File: src/logic/fes_pkg.sv
/*
 * fes_pkg: constants, opcodes, register map and state encoding for the
 * flash erase suspend/resume controller.
 * Assumes a 100 MHz system clock and a 32-bit APB register bus.
 */
package fes_pkg;

    // ************************************************************
    // timing
    // ************************************************************
    localparam int CLK_PERIOD_NS = 10;
    localparam int ERASE_SUSPEND_LATENCY_NS = 40000;
    // longest time, so rounded down
    localparam int ESL_CYC = ERASE_SUSPEND_LATENCY_NS / CLK_PERIOD_NS;
    localparam logic [11:0] ESL_LOAD = 12'(ESL_CYC - 1);

    // ************************************************************
    // geometry, status bits and reset values
    // ************************************************************
    localparam int SECT_LSB = 18;
    localparam int SECT_W = 14;
    localparam int ST1_BUSY_BIT = 0;
    localparam int ST1_WEL_BIT = 1;
    localparam int ST1_PERR_BIT = 6;
    localparam int ST2_PSUS_BIT = 0;
    localparam int ST2_ESUS_BIT = 1;
    localparam logic [7:0] RST_BANK = 8'h00;

    // ************************************************************
    // apb register offsets
    // ************************************************************
    localparam logic [7:0] OFF_STATUS = 8'h00;
    localparam logic [7:0] OFF_CMD = 8'h04;
    localparam logic [7:0] OFF_ADDR = 8'h08;
    localparam logic [7:0] OFF_SECTOR = 8'h0C;
    localparam logic [7:0] OFF_BANK = 8'h10;

    // ************************************************************
    // opcodes
    // ************************************************************
    localparam logic [7:0] CMD_READ_STATUS_ONE = 8'h05, CMD_READ_STATUS_TWO = 8'h07;
    localparam logic [7:0] CMD_WRITE_ENABLE = 8'h06, CMD_REGISTER_WRITE = 8'h01;
    localparam logic [7:0] CMD_BANK_ACCESS = 8'hB9, CMD_BANK_READ = 8'h16;
    localparam logic [7:0] CMD_BANK_WRITE = 8'h17, CMD_CLEAR_STATUS = 8'h30;
    localparam logic [7:0] CMD_DYN_PROT_READ = 8'hE0, CMD_DYN_PROT_WRITE = 8'hE1;
    localparam logic [7:0] CMD_PERS_PROT_READ = 8'hE2, CMD_MODE_BIT_RESET = 8'hFF;
    localparam logic [7:0] CMD_ERASE_SUSPEND = 8'h75, CMD_ERASE_RESUME = 8'h7A;
    localparam logic [7:0] CMD_PROGRAM_SUSPEND = 8'h85, CMD_PROGRAM_RESUME = 8'h8A;
    localparam logic [7:0] CMD_SOFT_RESET = 8'hF0, CMD_SECTOR_ERASE = 8'hD8;
    localparam logic [7:0] CMD_SECTOR_ERASE_WIDE = 8'hDC, CMD_BULK_ERASE = 8'h60;
    localparam logic [7:0] CMD_BULK_ERASE_ALT = 8'hC7;
    localparam logic [7:0] FAST_READ_CODES [4] = '{8'h0B, 8'h0C, 8'h0D, 8'h0E};
    localparam logic [7:0] PROG_CODES [5] = '{8'h02, 8'h12, 8'h32, 8'h38, 8'h34};
    localparam logic [7:0] READ_CODES [15] = '{8'h03, 8'h13, 8'h35, 8'hBB, 8'hBC,
        8'h3B, 8'h3C, 8'hBD, 8'hBE, 8'hED, 8'hEE, 8'hEB, 8'hEC, 8'h6B, 8'h6C};

    // ************************************************************
    // operation state
    // ************************************************************
    typedef enum logic [3:0] {
        OP_IDLE, OP_SE_RUN, OP_BE_RUN, OP_SE_SUSPENDING, OP_ES_IDLE,
        OP_ES_PROG, OP_ES_PGSUSP, OP_PG_RUN, OP_PG_SUSP
    } fes_op_t;

endpackage : fes_pkg

File: src/logic/fes_suspend_ctrl.sv
/*
 * fes_suspend_ctrl: command gating, erase suspend/resume sequencing and
 * status flags of a serial flash, with an APB register window.
 * Assumes a serial front end on the same clock that hands over one decoded
 * command per chip-select frame, with its full 32-bit address, and an
 * array engine that runs while its run level is high and pulses done.
 */
// Design decisions made here: the address map and the APB register port.

// Overview of operation
// - erase suspend is taken only while a sector erase runs.
// - erase suspend during a whole-array erase is ignored.
// - suspend halts the erase and updates flags within the latency limit.
// - while suspend is pending only the two status reads are taken.
// - busy flag clears when erase has stopped; host polls it.
// - erase-suspended flag sets on suspend, stays clear if erase finished.
// - erase resume is a no-op unless an erase is suspended.
// - reads inside the suspended sector return undefined data.
// - modifying commands need write enable latch set, else rejected.
// - register write and protection erase refused in erase suspend.
// - register write right after bank access loads the bank register.
// - program into the suspended sector fails and sets program error.
// - program inside erase suspend returns to erase suspend when done.
// - erase resume while suspended sets busy and continues the erase.
// - further resume commands after a resume are ignored.
// - fast and double-rate fast reads taken in both suspend states.
// - bank register read and write taken in both suspend states.
// - page and quad page program taken only in erase suspend.
// - program suspend taken during erase suspend, nesting the program.
// - program resume taken in both suspend states, incl nested.
// - dynamic protection read and write taken only in erase suspend.
// - clear status taken in erase suspend, not in program suspend.
// - persistent protection read taken only in erase suspend.
// - mode bit reset taken in both suspend states.
// - software reset taken at any time except while suspend is pending.
// - write enable taken in erase suspend, not in program suspend.
module fes_suspend_ctrl (
    // clock and reset
    input wire logic clk,
    input wire logic rst_n,
    // apb slave
    input wire logic psel,
    input wire logic penable,
    input wire logic pwrite,
    input wire logic [7:0] paddr,
    input wire logic [31:0] pwdata,
    output logic [31:0] prdata,
    output logic pready,
    output logic pslverr,
    // decoded command from serial front end
    input wire logic cmdValid,
    input wire logic [7:0] cmdCode,
    input wire logic [31:0] cmdAddr,
    input wire logic [7:0] cmdData,
    // command verdict
    output logic cmdAccept,
    output logic cmdReject,
    output logic readUndefined,
    // array engine
    input wire logic eraseDone,
    input wire logic progDone,
    input wire logic progFail,
    output logic eraseRun,
    output logic bulkErase,
    output logic [fes_pkg::SECT_W-1:0] eraseSector,
    output logic progRun,
    output logic [31:0] progAddr,
    // status registers
    output logic [7:0] statusOne,
    output logic [7:0] statusTwo,
    output logic [7:0] bankReg
);
    import fes_pkg::*;

    typedef struct packed {
        fes_op_t op;
        logic [11:0] cnt;
        logic [12:0] waitCnt;
        logic busy;
        logic wel;
        logic perr;
        logic bankPend;
        logic [7:0] bank;
        logic [SECT_W-1:0] eraseSec;
        logic [31:0] progAddr;
        logic [31:0] apbAddr;
        logic acc;
        logic rej;
        logic undef;
    } fes_state_t;

    fes_state_t q;
    fes_state_t d;
    fes_op_t cur;
    logic ok;
    logic apbCmd;
    logic cv;
    logic [7:0] code;
    logic [31:0] addr;
    logic [7:0] data;
    logic [SECT_W-1:0] sector;
    logic apbWr;
    logic esActive;

    // ************************************************************
    // opcode classes
    // ************************************************************
    function automatic logic isRead(input logic [7:0] c);
        logic r;
        r = 1'b0;
        for (int i = 0; i < 15; i++) begin
            if (c == READ_CODES[i]) r = 1'b1;
        end
        for (int i = 0; i < 4; i++) begin
            if (c == FAST_READ_CODES[i]) r = 1'b1;
        end
        return r;
    endfunction : isRead

    function automatic logic isProg(input logic [7:0] c);
        logic r;
        r = 1'b0;
        for (int i = 0; i < 5; i++) begin
            if (c == PROG_CODES[i]) r = 1'b1;
        end
        return r;
    endfunction : isProg

    function automatic logic isStat(input logic [7:0] c);
        return c == CMD_READ_STATUS_ONE || c == CMD_READ_STATUS_TWO;
    endfunction : isStat

    // allowed while the erase is suspended
    function automatic logic esAllowed(input logic [7:0] c);
        return isStat(c) || isRead(c) || isProg(c)
            || c == CMD_BANK_ACCESS || c == CMD_BANK_READ || c == CMD_BANK_WRITE
            || c == CMD_CLEAR_STATUS
            || c == CMD_DYN_PROT_READ || c == CMD_DYN_PROT_WRITE
            || c == CMD_PERS_PROT_READ
            || c == CMD_ERASE_RESUME || c == CMD_PROGRAM_SUSPEND
            || c == CMD_PROGRAM_RESUME
            || c == CMD_MODE_BIT_RESET
            || c == CMD_SOFT_RESET
            || c == CMD_WRITE_ENABLE
            || c == CMD_REGISTER_WRITE;
    endfunction : esAllowed

    // allowed while a program is suspended
    function automatic logic psAllowed(input logic [7:0] c);
        return isStat(c) || isRead(c)
            || c == CMD_BANK_ACCESS || c == CMD_BANK_READ || c == CMD_BANK_WRITE
            || c == CMD_PROGRAM_RESUME
            || c == CMD_MODE_BIT_RESET
            || c == CMD_SOFT_RESET;
    endfunction : psAllowed

    // commands that alter non-volatile content
    function automatic logic needsWel(input logic [7:0] c);
        return isProg(c) || c == CMD_SECTOR_ERASE || c == CMD_SECTOR_ERASE_WIDE
            || c == CMD_BULK_ERASE || c == CMD_BULK_ERASE_ALT
            || c == CMD_REGISTER_WRITE || c == CMD_DYN_PROT_WRITE;
    endfunction : needsWel

    // ************************************************************
    // apb slave
    // ************************************************************
    // command register write issues a command; port command takes priority
    assign apbWr = psel && penable && pwrite && pready;
    assign pready = !(psel && pwrite && paddr == OFF_CMD && cmdValid);
    assign apbCmd = apbWr && paddr == OFF_CMD;
    assign pslverr = psel && penable && !(paddr == OFF_STATUS || paddr == OFF_CMD
        || paddr == OFF_ADDR || paddr == OFF_SECTOR || paddr == OFF_BANK);

    // read mux over registered state
    always_comb begin
        unique case (paddr)
            OFF_STATUS: prdata = {16'h0000, statusTwo, statusOne};
            OFF_ADDR: prdata = q.apbAddr;
            OFF_SECTOR: prdata = {18'h00000, q.eraseSec};
            OFF_BANK: prdata = {24'h000000, q.bank};
            default: prdata = 32'h00000000;
        endcase
    end

    // ************************************************************
    // command source merge
    // ************************************************************
    assign cv = cmdValid || apbCmd;
    assign code = cmdValid ? cmdCode : pwdata[7:0];
    assign addr = cmdValid ? cmdAddr : q.apbAddr;
    assign data = cmdValid ? cmdData : pwdata[15:8];
    assign sector = addr[SECT_LSB +: SECT_W];

    // ************************************************************
    // next-state logic
    // ************************************************************
    always_comb begin
        d = q;
        d.acc = 1'b0;
        d.rej = 1'b0;
        d.undef = 1'b0;
        ok = 1'b0;
        if (apbWr && paddr == OFF_ADDR) begin
            d.apbAddr = pwdata;
        end
        // engine events come first; commands see the result
        unique case (q.op)
            OP_SE_RUN, OP_BE_RUN, OP_SE_SUSPENDING: begin
                if (eraseDone) begin
                    d.op = OP_IDLE; // finished before suspend took effect
                    d.busy = 1'b0;
                end else if (q.op == OP_SE_SUSPENDING) begin
                    if (q.cnt == 12'h000) begin
                        d.op = OP_ES_IDLE;
                        d.busy = 1'b0;
                    end else begin
                        d.cnt = q.cnt - 12'h001;
                    end
                end
            end
            OP_PG_RUN, OP_ES_PROG: begin
                if (progDone) begin
                    d.busy = 1'b0;
                    d.perr = q.perr | progFail;
                    d.op = (q.op == OP_ES_PROG) ? OP_ES_IDLE : OP_IDLE;
                end
            end
            OP_IDLE, OP_ES_IDLE, OP_ES_PGSUSP, OP_PG_SUSP: begin
            end
        endcase
        cur = d.op;
        esActive = cur == OP_ES_IDLE || cur == OP_ES_PROG || cur == OP_ES_PGSUSP;
        // gating per state
        if (cv) begin
            unique case (cur)
                OP_IDLE: ok = !(code == CMD_ERASE_SUSPEND || code == CMD_ERASE_RESUME
                    || code == CMD_PROGRAM_SUSPEND || code == CMD_PROGRAM_RESUME);
                OP_SE_SUSPENDING: ok = isStat(code);
                OP_SE_RUN: ok = isStat(code) || code == CMD_SOFT_RESET
                    || code == CMD_ERASE_SUSPEND;
                OP_BE_RUN: ok = isStat(code) || code == CMD_SOFT_RESET;
                OP_PG_RUN, OP_ES_PROG: ok = isStat(code) || code == CMD_SOFT_RESET
                    || code == CMD_PROGRAM_SUSPEND;
                OP_ES_IDLE: ok = esAllowed(code);
                OP_PG_SUSP, OP_ES_PGSUSP: ok = psAllowed(code);
            endcase
            if (code == CMD_REGISTER_WRITE && cur == OP_ES_IDLE && !q.bankPend) begin
                ok = 1'b0;
            end
            if (needsWel(code) && !q.wel && !(code == CMD_REGISTER_WRITE && q.bankPend)) begin
                ok = 1'b0;
            end
        end
        d.acc = cv && ok;
        d.rej = cv && !ok;
        // effects of an accepted command
        if (cv && ok) begin
            d.bankPend = code == CMD_BANK_ACCESS;
            if (needsWel(code) && !(code == CMD_REGISTER_WRITE && q.bankPend)) begin
                d.wel = 1'b0;
            end
            if (code == CMD_WRITE_ENABLE) begin
                d.wel = 1'b1;
            end
            if (code == CMD_SOFT_RESET) begin
                d.wel = 1'b0;
            end
            if (code == CMD_CLEAR_STATUS) begin
                d.perr = progDone && progFail; // a fresh failure wins
            end
            if (code == CMD_BANK_WRITE || (code == CMD_REGISTER_WRITE && q.bankPend)) begin
                d.bank = data;
            end
            if (isRead(code) && esActive && sector == q.eraseSec) begin
                d.undef = 1'b1;
            end
            if (code == CMD_ERASE_SUSPEND) begin
                d.op = OP_SE_SUSPENDING;
                d.cnt = ESL_LOAD;
            end
            if (code == CMD_ERASE_RESUME) begin
                d.op = OP_SE_RUN;
                d.busy = 1'b1;
            end
            if (code == CMD_PROGRAM_SUSPEND && cur != OP_ES_IDLE) begin
                d.op = (cur == OP_ES_PROG) ? OP_ES_PGSUSP : OP_PG_SUSP;
                d.busy = 1'b0;
            end
            if (code == CMD_PROGRAM_RESUME && cur != OP_ES_IDLE) begin
                d.op = (cur == OP_ES_PGSUSP) ? OP_ES_PROG : OP_PG_RUN;
                d.busy = 1'b1;
            end
            if (isProg(code)) begin
                if (cur == OP_ES_IDLE && sector == q.eraseSec) begin
                    d.perr = 1'b1;
                end else begin
                    d.op = (cur == OP_ES_IDLE) ? OP_ES_PROG : OP_PG_RUN;
                    d.busy = 1'b1;
                    d.progAddr = addr;
                end
            end
            if (code == CMD_SECTOR_ERASE || code == CMD_SECTOR_ERASE_WIDE) begin
                d.op = OP_SE_RUN;
                d.busy = 1'b1;
                d.eraseSec = sector;
            end
            if (code == CMD_BULK_ERASE || code == CMD_BULK_ERASE_ALT) begin
                d.op = OP_BE_RUN;
                d.busy = 1'b1;
            end
        end
        // cycles spent waiting for suspend to take effect
        d.waitCnt = (d.op == OP_SE_SUSPENDING) ? q.waitCnt + 13'h0001 : 13'h0000;
    end

    // state register
    always_ff @(posedge clk or negedge rst_n) begin
        if (!rst_n) begin
            q <= '0;
            q.bank <= RST_BANK;
        end else begin
            q <= d;
        end
    end

    // ************************************************************
    // outputs
    // ************************************************************
    assign cmdAccept = q.acc;
    assign cmdReject = q.rej;
    assign readUndefined = q.undef;
    assign eraseRun = q.op == OP_SE_RUN || q.op == OP_BE_RUN || q.op == OP_SE_SUSPENDING;
    assign bulkErase = q.op == OP_BE_RUN;
    assign eraseSector = q.eraseSec;
    assign progRun = q.op == OP_PG_RUN || q.op == OP_ES_PROG;
    assign progAddr = q.progAddr;
    assign bankReg = q.bank;

    // status register images
    always_comb begin
        statusOne = 8'h00;
        statusOne[ST1_BUSY_BIT] = q.busy;
        statusOne[ST1_WEL_BIT] = q.wel;
        statusOne[ST1_PERR_BIT] = q.perr;
        statusTwo = 8'h00;
        statusTwo[ST2_ESUS_BIT] = q.op == OP_ES_IDLE || q.op == OP_ES_PROG
            || q.op == OP_ES_PGSUSP;
        statusTwo[ST2_PSUS_BIT] = q.op == OP_PG_SUSP || q.op == OP_ES_PGSUSP;
    end
endmodule : fes_suspend_ctrl

File: config.mk
export PLATFORM = sky130hd
export DESIGN_NAME = fes_suspend_ctrl
export DESIGN_NICKNAME = d
export VERILOG_FILES = /design/src/logic/fes_pkg.sv /design/src/logic/fes_suspend_ctrl.sv
export SDC_FILE = /design/constraint.sdc
export NUM_CORES = 1
export LEC_CHECK = 0
export BUFFER_PORTS_ARGS = -buffer_cell sky130_fd_sc_hd__buf_2
export CORE_UTILIZATION = 30
export CTS_CLUSTER_SIZE = 28
export DETAILED_ROUTE_END_ITERATION = 10
export REMOVE_ABC_BUFFERS = 1
export SETUP_SLACK_MARGIN = 0.15
export SYNTH_ARGS = -nofsm -noshare
export SYNTH_HDL_FRONTEND = slang
export SYNTH_SLANG_ARGS = --single-unit
export TNS_END_PERCENT = 1
File: constraint.sdc
create_clock -name clk -period 4.86 [get_ports clk]
set_input_delay 0.486 -clock clk [delete_from_list [all_inputs] [get_ports clk]]
set_output_delay 0.486 -clock clk [all_outputs]
set_load 0.03 [all_outputs]
After elaboration in Yosys (flattened, before gate mapping)
Index checks and enable logic that the tools add are counted.
{"block": "op_classes", "addsub": 1, "n_mul": 0, "div": 0, "order_cmp": 0, "n_eq_ne": 67, "shifts": 0, "muxes": 89, "n_bitwise": 2, "reduce_logical": 100}
{"op": "$eq A8 B8 Y1 const B", "count": 19}
{"op": "$pmux W32 S4", "count": 1}
{"op": "$mux W32", "count": 3}
{"op": "$logic_or A1 B1 Y1", "count": 58}
{"op": "$mux W58", "count": 1}
{"op": "$mux W1", "count": 57}
{"op": "$eq A8 B6 Y1 const B", "count": 7}
{"op": "$eq A8 B4 Y1 const B", "count": 6}
{"op": "$mux W16", "count": 3}
{"op": "$mux W4", "count": 11}
{"op": "$eq A8 B5 Y1 const B", "count": 5}
{"op": "$eq A8 B7 Y1 const B", "count": 5}
{"op": "$mux W12", "count": 3}
{"op": "$eq A4 B3 Y1 const B", "count": 8}
{"op": "$eq A8 B3 Y1 const B", "count": 4}
{"op": "$mux W8", "count": 3}
{"op": "$logic_and A1 B1 Y1", "count": 23}
{"op": "$eq A4 B2 Y1 const B", "count": 4}
{"op": "$eq A8 B2 Y1 const B", "count": 2}
{"op": "$eq A14 B14 Y1", "count": 1}
{"op": "$mux W14", "count": 1}
{"op": "$logic_not A12 Y1", "count": 1}
{"op": "$sub A12 B1 Y12 const B", "count": 1}
{"op": "$eq A4 B1 Y1 const B", "count": 2}
{"op": "other kinds (18)", "count": 30}
{"block": "word_totals", "regBits": 109, "latch_bits": 0, "ramBits": 0, "romBits": 0, "inputBits": 97, "output_inout_bits": 110, "word_cells": 272, "mem_count": 0}

Depth between registers and ports, before layout
{"block": "depth", "depth_word": 56, "ltp_mapped": 13, "depth_no_buf": 11}

Least setup slack after synthesis
No wires, ideal clock.
{"block": "synth_timing", "path_kind": "reg-to-reg", "startpoint": "register q[106] in the netlist's numbering", "endpoint": "register q, in the netlist progAddr[0]", "setup_time_ns": 0.125, "arrival_time_ns": 2.981, "required_ns": 4.735, "slack_ns": 1.754, "stages_incl_launch_ff": 12, "path_buffers": 1, "synth_period_minus_slack_ns": 3.106, "cell_sequence": "dfrtp_1 -> inv_1 -> ha_1 -> nor4b_4 -> and4_1 -> a21boi_1 -> nor3_1 -> a21o_1 -> o22ai_2 -> a211oi_4 -> buf_8 -> mux2_4"}
{"block": "synth_via", "elab_chain_cells": 13, "elab_cells_between_ends": 26, "cone_classes": "8 x eq/ne; 8 x mux; 1 x bitwise; 9 x reduce/logical"}
{"element": "start: declaration", "line": "fes_suspend_ctrl.sv:92", "rtl": "fes_state_t q;"}
{"element": "$logic_not A12 Y1 *", "line": "fes_suspend_ctrl.sv:213", "rtl": "if (q.cnt == 12'h000) begin"}
{"element": "$mux W4 *", "line": "fes_suspend_ctrl.sv:213"}
{"element": "$mux W16 *", "line": "fes_suspend_ctrl.sv:212", "rtl": "end else if (q.op == OP_SE_SUSPENDING) begin"}
{"element": "$mux W4 *", "line": "fes_suspend_ctrl.sv:209", "rtl": "if (eraseDone) begin"}
{"element": "$pmux W4 S2 *", "line": "fes_suspend_ctrl.sv:207", "rtl": "unique case (q.op)"}
{"element": "$eq A4 B3 Y1 (tied with other cells)", "line": "fes_suspend_ctrl.sv:235", "rtl": "unique case (cur)"}
{"element": "$reduce_or A2 Y1 or $logic_and A1 B1 Y1 (tied branches)", "line": "fes_suspend_ctrl.sv:235, fes_suspend_ctrl.sv:247"}
{"element": "$pmux W1 S7 or $logic_and A1 B1 Y1 (tied branches)", "line": "fes_suspend_ctrl.sv:235, fes_suspend_ctrl.sv:247"}
{"element": "$mux W1", "line": "fes_suspend_ctrl.sv:247", "rtl": "if (code == CMD_REGISTER_WRITE && cur == OP_ES_IDLE && !q.bankPend) begin"}
{"element": "$mux W1", "line": "fes_suspend_ctrl.sv:250", "rtl": "if (needsWel(code) && !q.wel && !(code == CMD_REGISTER_WRITE && q.bankPend)) begin"}
{"element": "$mux W1", "line": "fes_suspend_ctrl.sv:234", "rtl": "if (cv) begin"}
{"element": "$logic_and A1 B1 Y1", "line": "fes_suspend_ctrl.sv:257", "rtl": "if (cv && ok) begin"}
{"element": "$reduce_and A3 Y1 (no source line) *"}
Mark *: on every way between the ends. The rest lies on a longest branch, timed or not.
A chain may end at the register's enable or synchronous reset.

Final worst setup path
{"block": "layout_timing", "startpoint": "input cmdValid", "endpoint": "register q, in the netlist progAddr[4]"}
{"block": "layout_via", "elab_chain_cells": 45, "elab_cells_between_ends": 136, "cone_classes": "46 x eq/ne; 38 x mux; 1 x bitwise; 51 x reduce/logical"}
{"element": "start: declaration", "line": "fes_suspend_ctrl.sv:51", "rtl": "input wire logic cmdValid,"}
{"element": "$mux W8", "line": "fes_suspend_ctrl.sv:189", "rtl": "assign code = cmdValid ? cmdCode : pwdata[7:0];"}
{"element": "$eq A8 B2 Y1", "line": "fes_suspend_ctrl.sv:112", "rtl": "if (c == READ_CODES[i]) r = 1'b1;"}
{"element": "$mux W1", "line": "fes_suspend_ctrl.sv:112"}
{"element": "$mux W1 (4 in series)"}
{"element": "$mux W1 (3 in series)", "line": "fes_suspend_ctrl.sv:112"}
{"element": "$mux W1 (4 in series)"}
{"element": "$mux W1", "line": "fes_suspend_ctrl.sv:112"}
{"element": "$mux W1"}
{"element": "[21 not listed]"}
{"element": "$logic_or A1 B1 Y1", "line": "fes_suspend_ctrl.sv:144", "rtl": "|| c == CMD_WRITE_ENABLE"}
{"element": "$logic_or A1 B1 Y1", "line": "fes_suspend_ctrl.sv:145", "rtl": "|| c == CMD_REGISTER_WRITE;"}
{"element": "$pmux W1 S7", "line": "fes_suspend_ctrl.sv:235"}
{"element": "$mux W1", "line": "fes_suspend_ctrl.sv:247"}
{"element": "$mux W1", "line": "fes_suspend_ctrl.sv:250"}
{"element": "$mux W1", "line": "fes_suspend_ctrl.sv:234"}
{"element": "$logic_and A1 B1 Y1", "line": "fes_suspend_ctrl.sv:257"}
{"element": "$reduce_and A3 Y1 (no source line)"}
Parallel ways exist; a longest one is shown, timed or not. The select of a mux whose other input is x is not followed.

==> results.ini <==
[timing]
rsz0062_at_grt = no
layout_setup_ws_ps = 1340
final_max_slew_viol_count = 0
slew-limit-headroom = 0.362
fin_crit_sh = 0.725
worst_pin_slew_ps = 957
fmax_mhz = 284
min_period_ps = 3520
finalSetupViolations = 0
skew_ps = 15.1
setup_tns_ps = 0
hold_violations = 0

[power_and_ir_drop]
powerDensity_nw_per_um2 = 289
p_leak_nw = 4.44
max-vdd-ir-drop_uv = 174

[synth]
synth_xor_area_frac = 0.0332
synth_top_area_share = 0.358
async_flop_share = 1.00
synth_adder_area_share = 0.00164
yosysMostFrequentCell = dfrtp_1
ys_warn_count = 0
synth_top_family_by_area = multiplexers
synth.avg_cell_area_um2 = 10.7
ys.flop_type = dfrtp_1
ys_seq_area_frac = 0.358
synth_top_cell_by_area = dfrtp_1
ys_ff_latch = 109
netlist_area_um2 = 7620
yosys.area_share.simple = 0.163
synth-compound-area-share = 0.131
synth_common_cells = dfrtp_1 (109), mux2_2 (87), buf_4 (69)
yosys-top-cells-area = dfrtp_1 (36%), mux2_2 (13%), buf_4 (6.8%)
synth-edff-count = 0
synthesis.instances = 714
muxShareOfSynthArea = 0.212
synth.distinct_cells = 95

[placed_design]
dp_slack_ps = 996
placedInstanceArea_um2 = 8400
port-buffer-count = 195
dp_hpwl_um = 17000
dp_cells = 1150
gp_congestion = 0.907

[die]
chipWidth_um = 161
die_y_um = 161
initial_utilization = 0.310
die-area_um2 = 26000
core-area_um2 = 24600
io_pins = 207
rows = 57

[global_routing]
grt.overflow.total = 0
antenna_found_initial = 1
grt_pass1_wl_um = 34700
grt_pass1_vias = 5837
grt_max_degree = 75
track_usage = 0.172

[clock_tree]
clock_latency_ps = 370
clock-root-buffer = clkbuf_16
h-tree-depth = 3
cts.sinks = 109
path_clk_slew_ps = 80
post-cts-setup-buffer-count = 0
ctsHoldBuffers = 0
clk_path_buf_depth = 2
cts_tree = built
cts-resized-gates = 0
numCtsBuffers = 9

[final_layout]
final_area_um2 = 8700
final_cells = 1167
final_util = 0.354
syn_to_final_growth_pct = 14.2
fin_nets = 935
drive_above_1_share = 0.438

[drt]
drc = 0
via_per_inst = 5.10
postRouteAntennaNets = 0
drtIter0Drc = 528
firstDrtPassIters = 5
routed-via-count = 5957
routed_wl_um = 22400
routedWlPerCell_um = 19.2

[hold_path]
hold_path_class = in2async

[run]
max-cap-violations = 0

[outcome]
status = complete, no violations

[worst_setup_path]
required_ps = 5110
startpoint_type = input pin
crit_arrival_ps = 3770
crit_path_max_fanout = 66
worstSetupEndpointType = register
crit_type = in2reg

[report_power, final]
group	internal, mW	switching, mW	total [mW]
Clock	0.367	0.387	0.754
Combinational	0.270	0.456	0.726
Sequential	0.975	0.0631	1.04
[area by class of cell]
class | count | area (um^2)
flip-flops and latches | 109 | 2730
fillers | 2516 | 15900
inverters | 12 | 45.0
repair buffers | 204 | 1060
well taps | 324 | 405
multi-input cells | 501 | 4160
diodes | 1 | 2.50
clock buffers | 9 | 225
clock inverters | 7 | 77.6
[registers in the layout (all words and copies together) (netlist names)]
| signal | flops |
|---|---|
| readUndefined | 1 |
| eraseSector | 14 |
| bankReg | 8 |
| cmdAccept | 1 |
| cmdReject | 1 |
| statusOne | 3 |
| q | 49 |
| progAddr | 32 |
[cell families (layout without fill, tap and decap cells)]
family,Yosys count,after routing
compound gates,118,118
xor+xnor,28,28
fa+ha+maj,1,1
buf+inv,114,232
flops,109,109
mux,134,134
other cells,1,12
simple gates,209,209
[per-stage QoR]
step	power, mW	hold slack [ps]
2_1_floorplan	1.51	190
3_3_place_gp	1.78	486
3_5_place_dp	1.78	489
4_1_cts	2.54	311
5_1_grt	2.64	336
6_report	2.52	274
[routing by layer]
layer  part of all wire  track usage
met5                  0            0
met4              0.021       0.0617
met3              0.055       0.0308
met2               0.47        0.277
met1               0.46        0.232
[worst paths after layout]
kind	start	end	slack (ps)	cells past startpoint
worst max-delay path	cmdValid	progAddr[4]	1340	10
worst min-delay path	rst_n	q[114]	270	1
worst max register to register	q[106]	progAddr[7]	1390	11
min in group clk	pwdata[30]	q[33]	340	2
max in group asynchronous	rst_n	eraseSector[5]	3550	2
worst min register to register	q[3]	q[3]	510	2
[worst max-delay path, cell delays in order]
cell and delay (ps):
buf_4 520, buf_4 460, mux2_2 420, xor2_1 150
nor4_1 340, nand4_1 280, o21ai_1 390, a211oi_4 90
buf_12 230, mux2_4 330
[cell usage in the layout, fill, tap and decap left out, types with 4 or more instances in the layout]
cell type / instances
buf_2: 193
dfrtp_1: 109
mux2_2: 87
nand2_1: 38
mux2_4: 30
nor2_1: 27
and2_1: 23
xor2_1: 20
nor3_1: 18
o21ai_0: 16
nand3_1: 16
inv_1: 11
and3_1: 11
conb_1: 11
a21oi_1: 10
mux2_1: 10
buf_4: 10
or3_1: 9
clkbuf_16: 9
and3b_1: 8
o22ai_1: 8
nor3b_1: 7
nor4_1: 7
mux2i_1: 7
nand3b_1: 7
xnor2_1: 7
a22oi_1: 6
a222oi_1: 6
a22o_1: 6
nand4_1: 5
o211ai_1: 5
a221o_1: 5
nor2b_1: 4
a211oi_1: 4
Note: power is estimated with default switching activity, not from simulation.
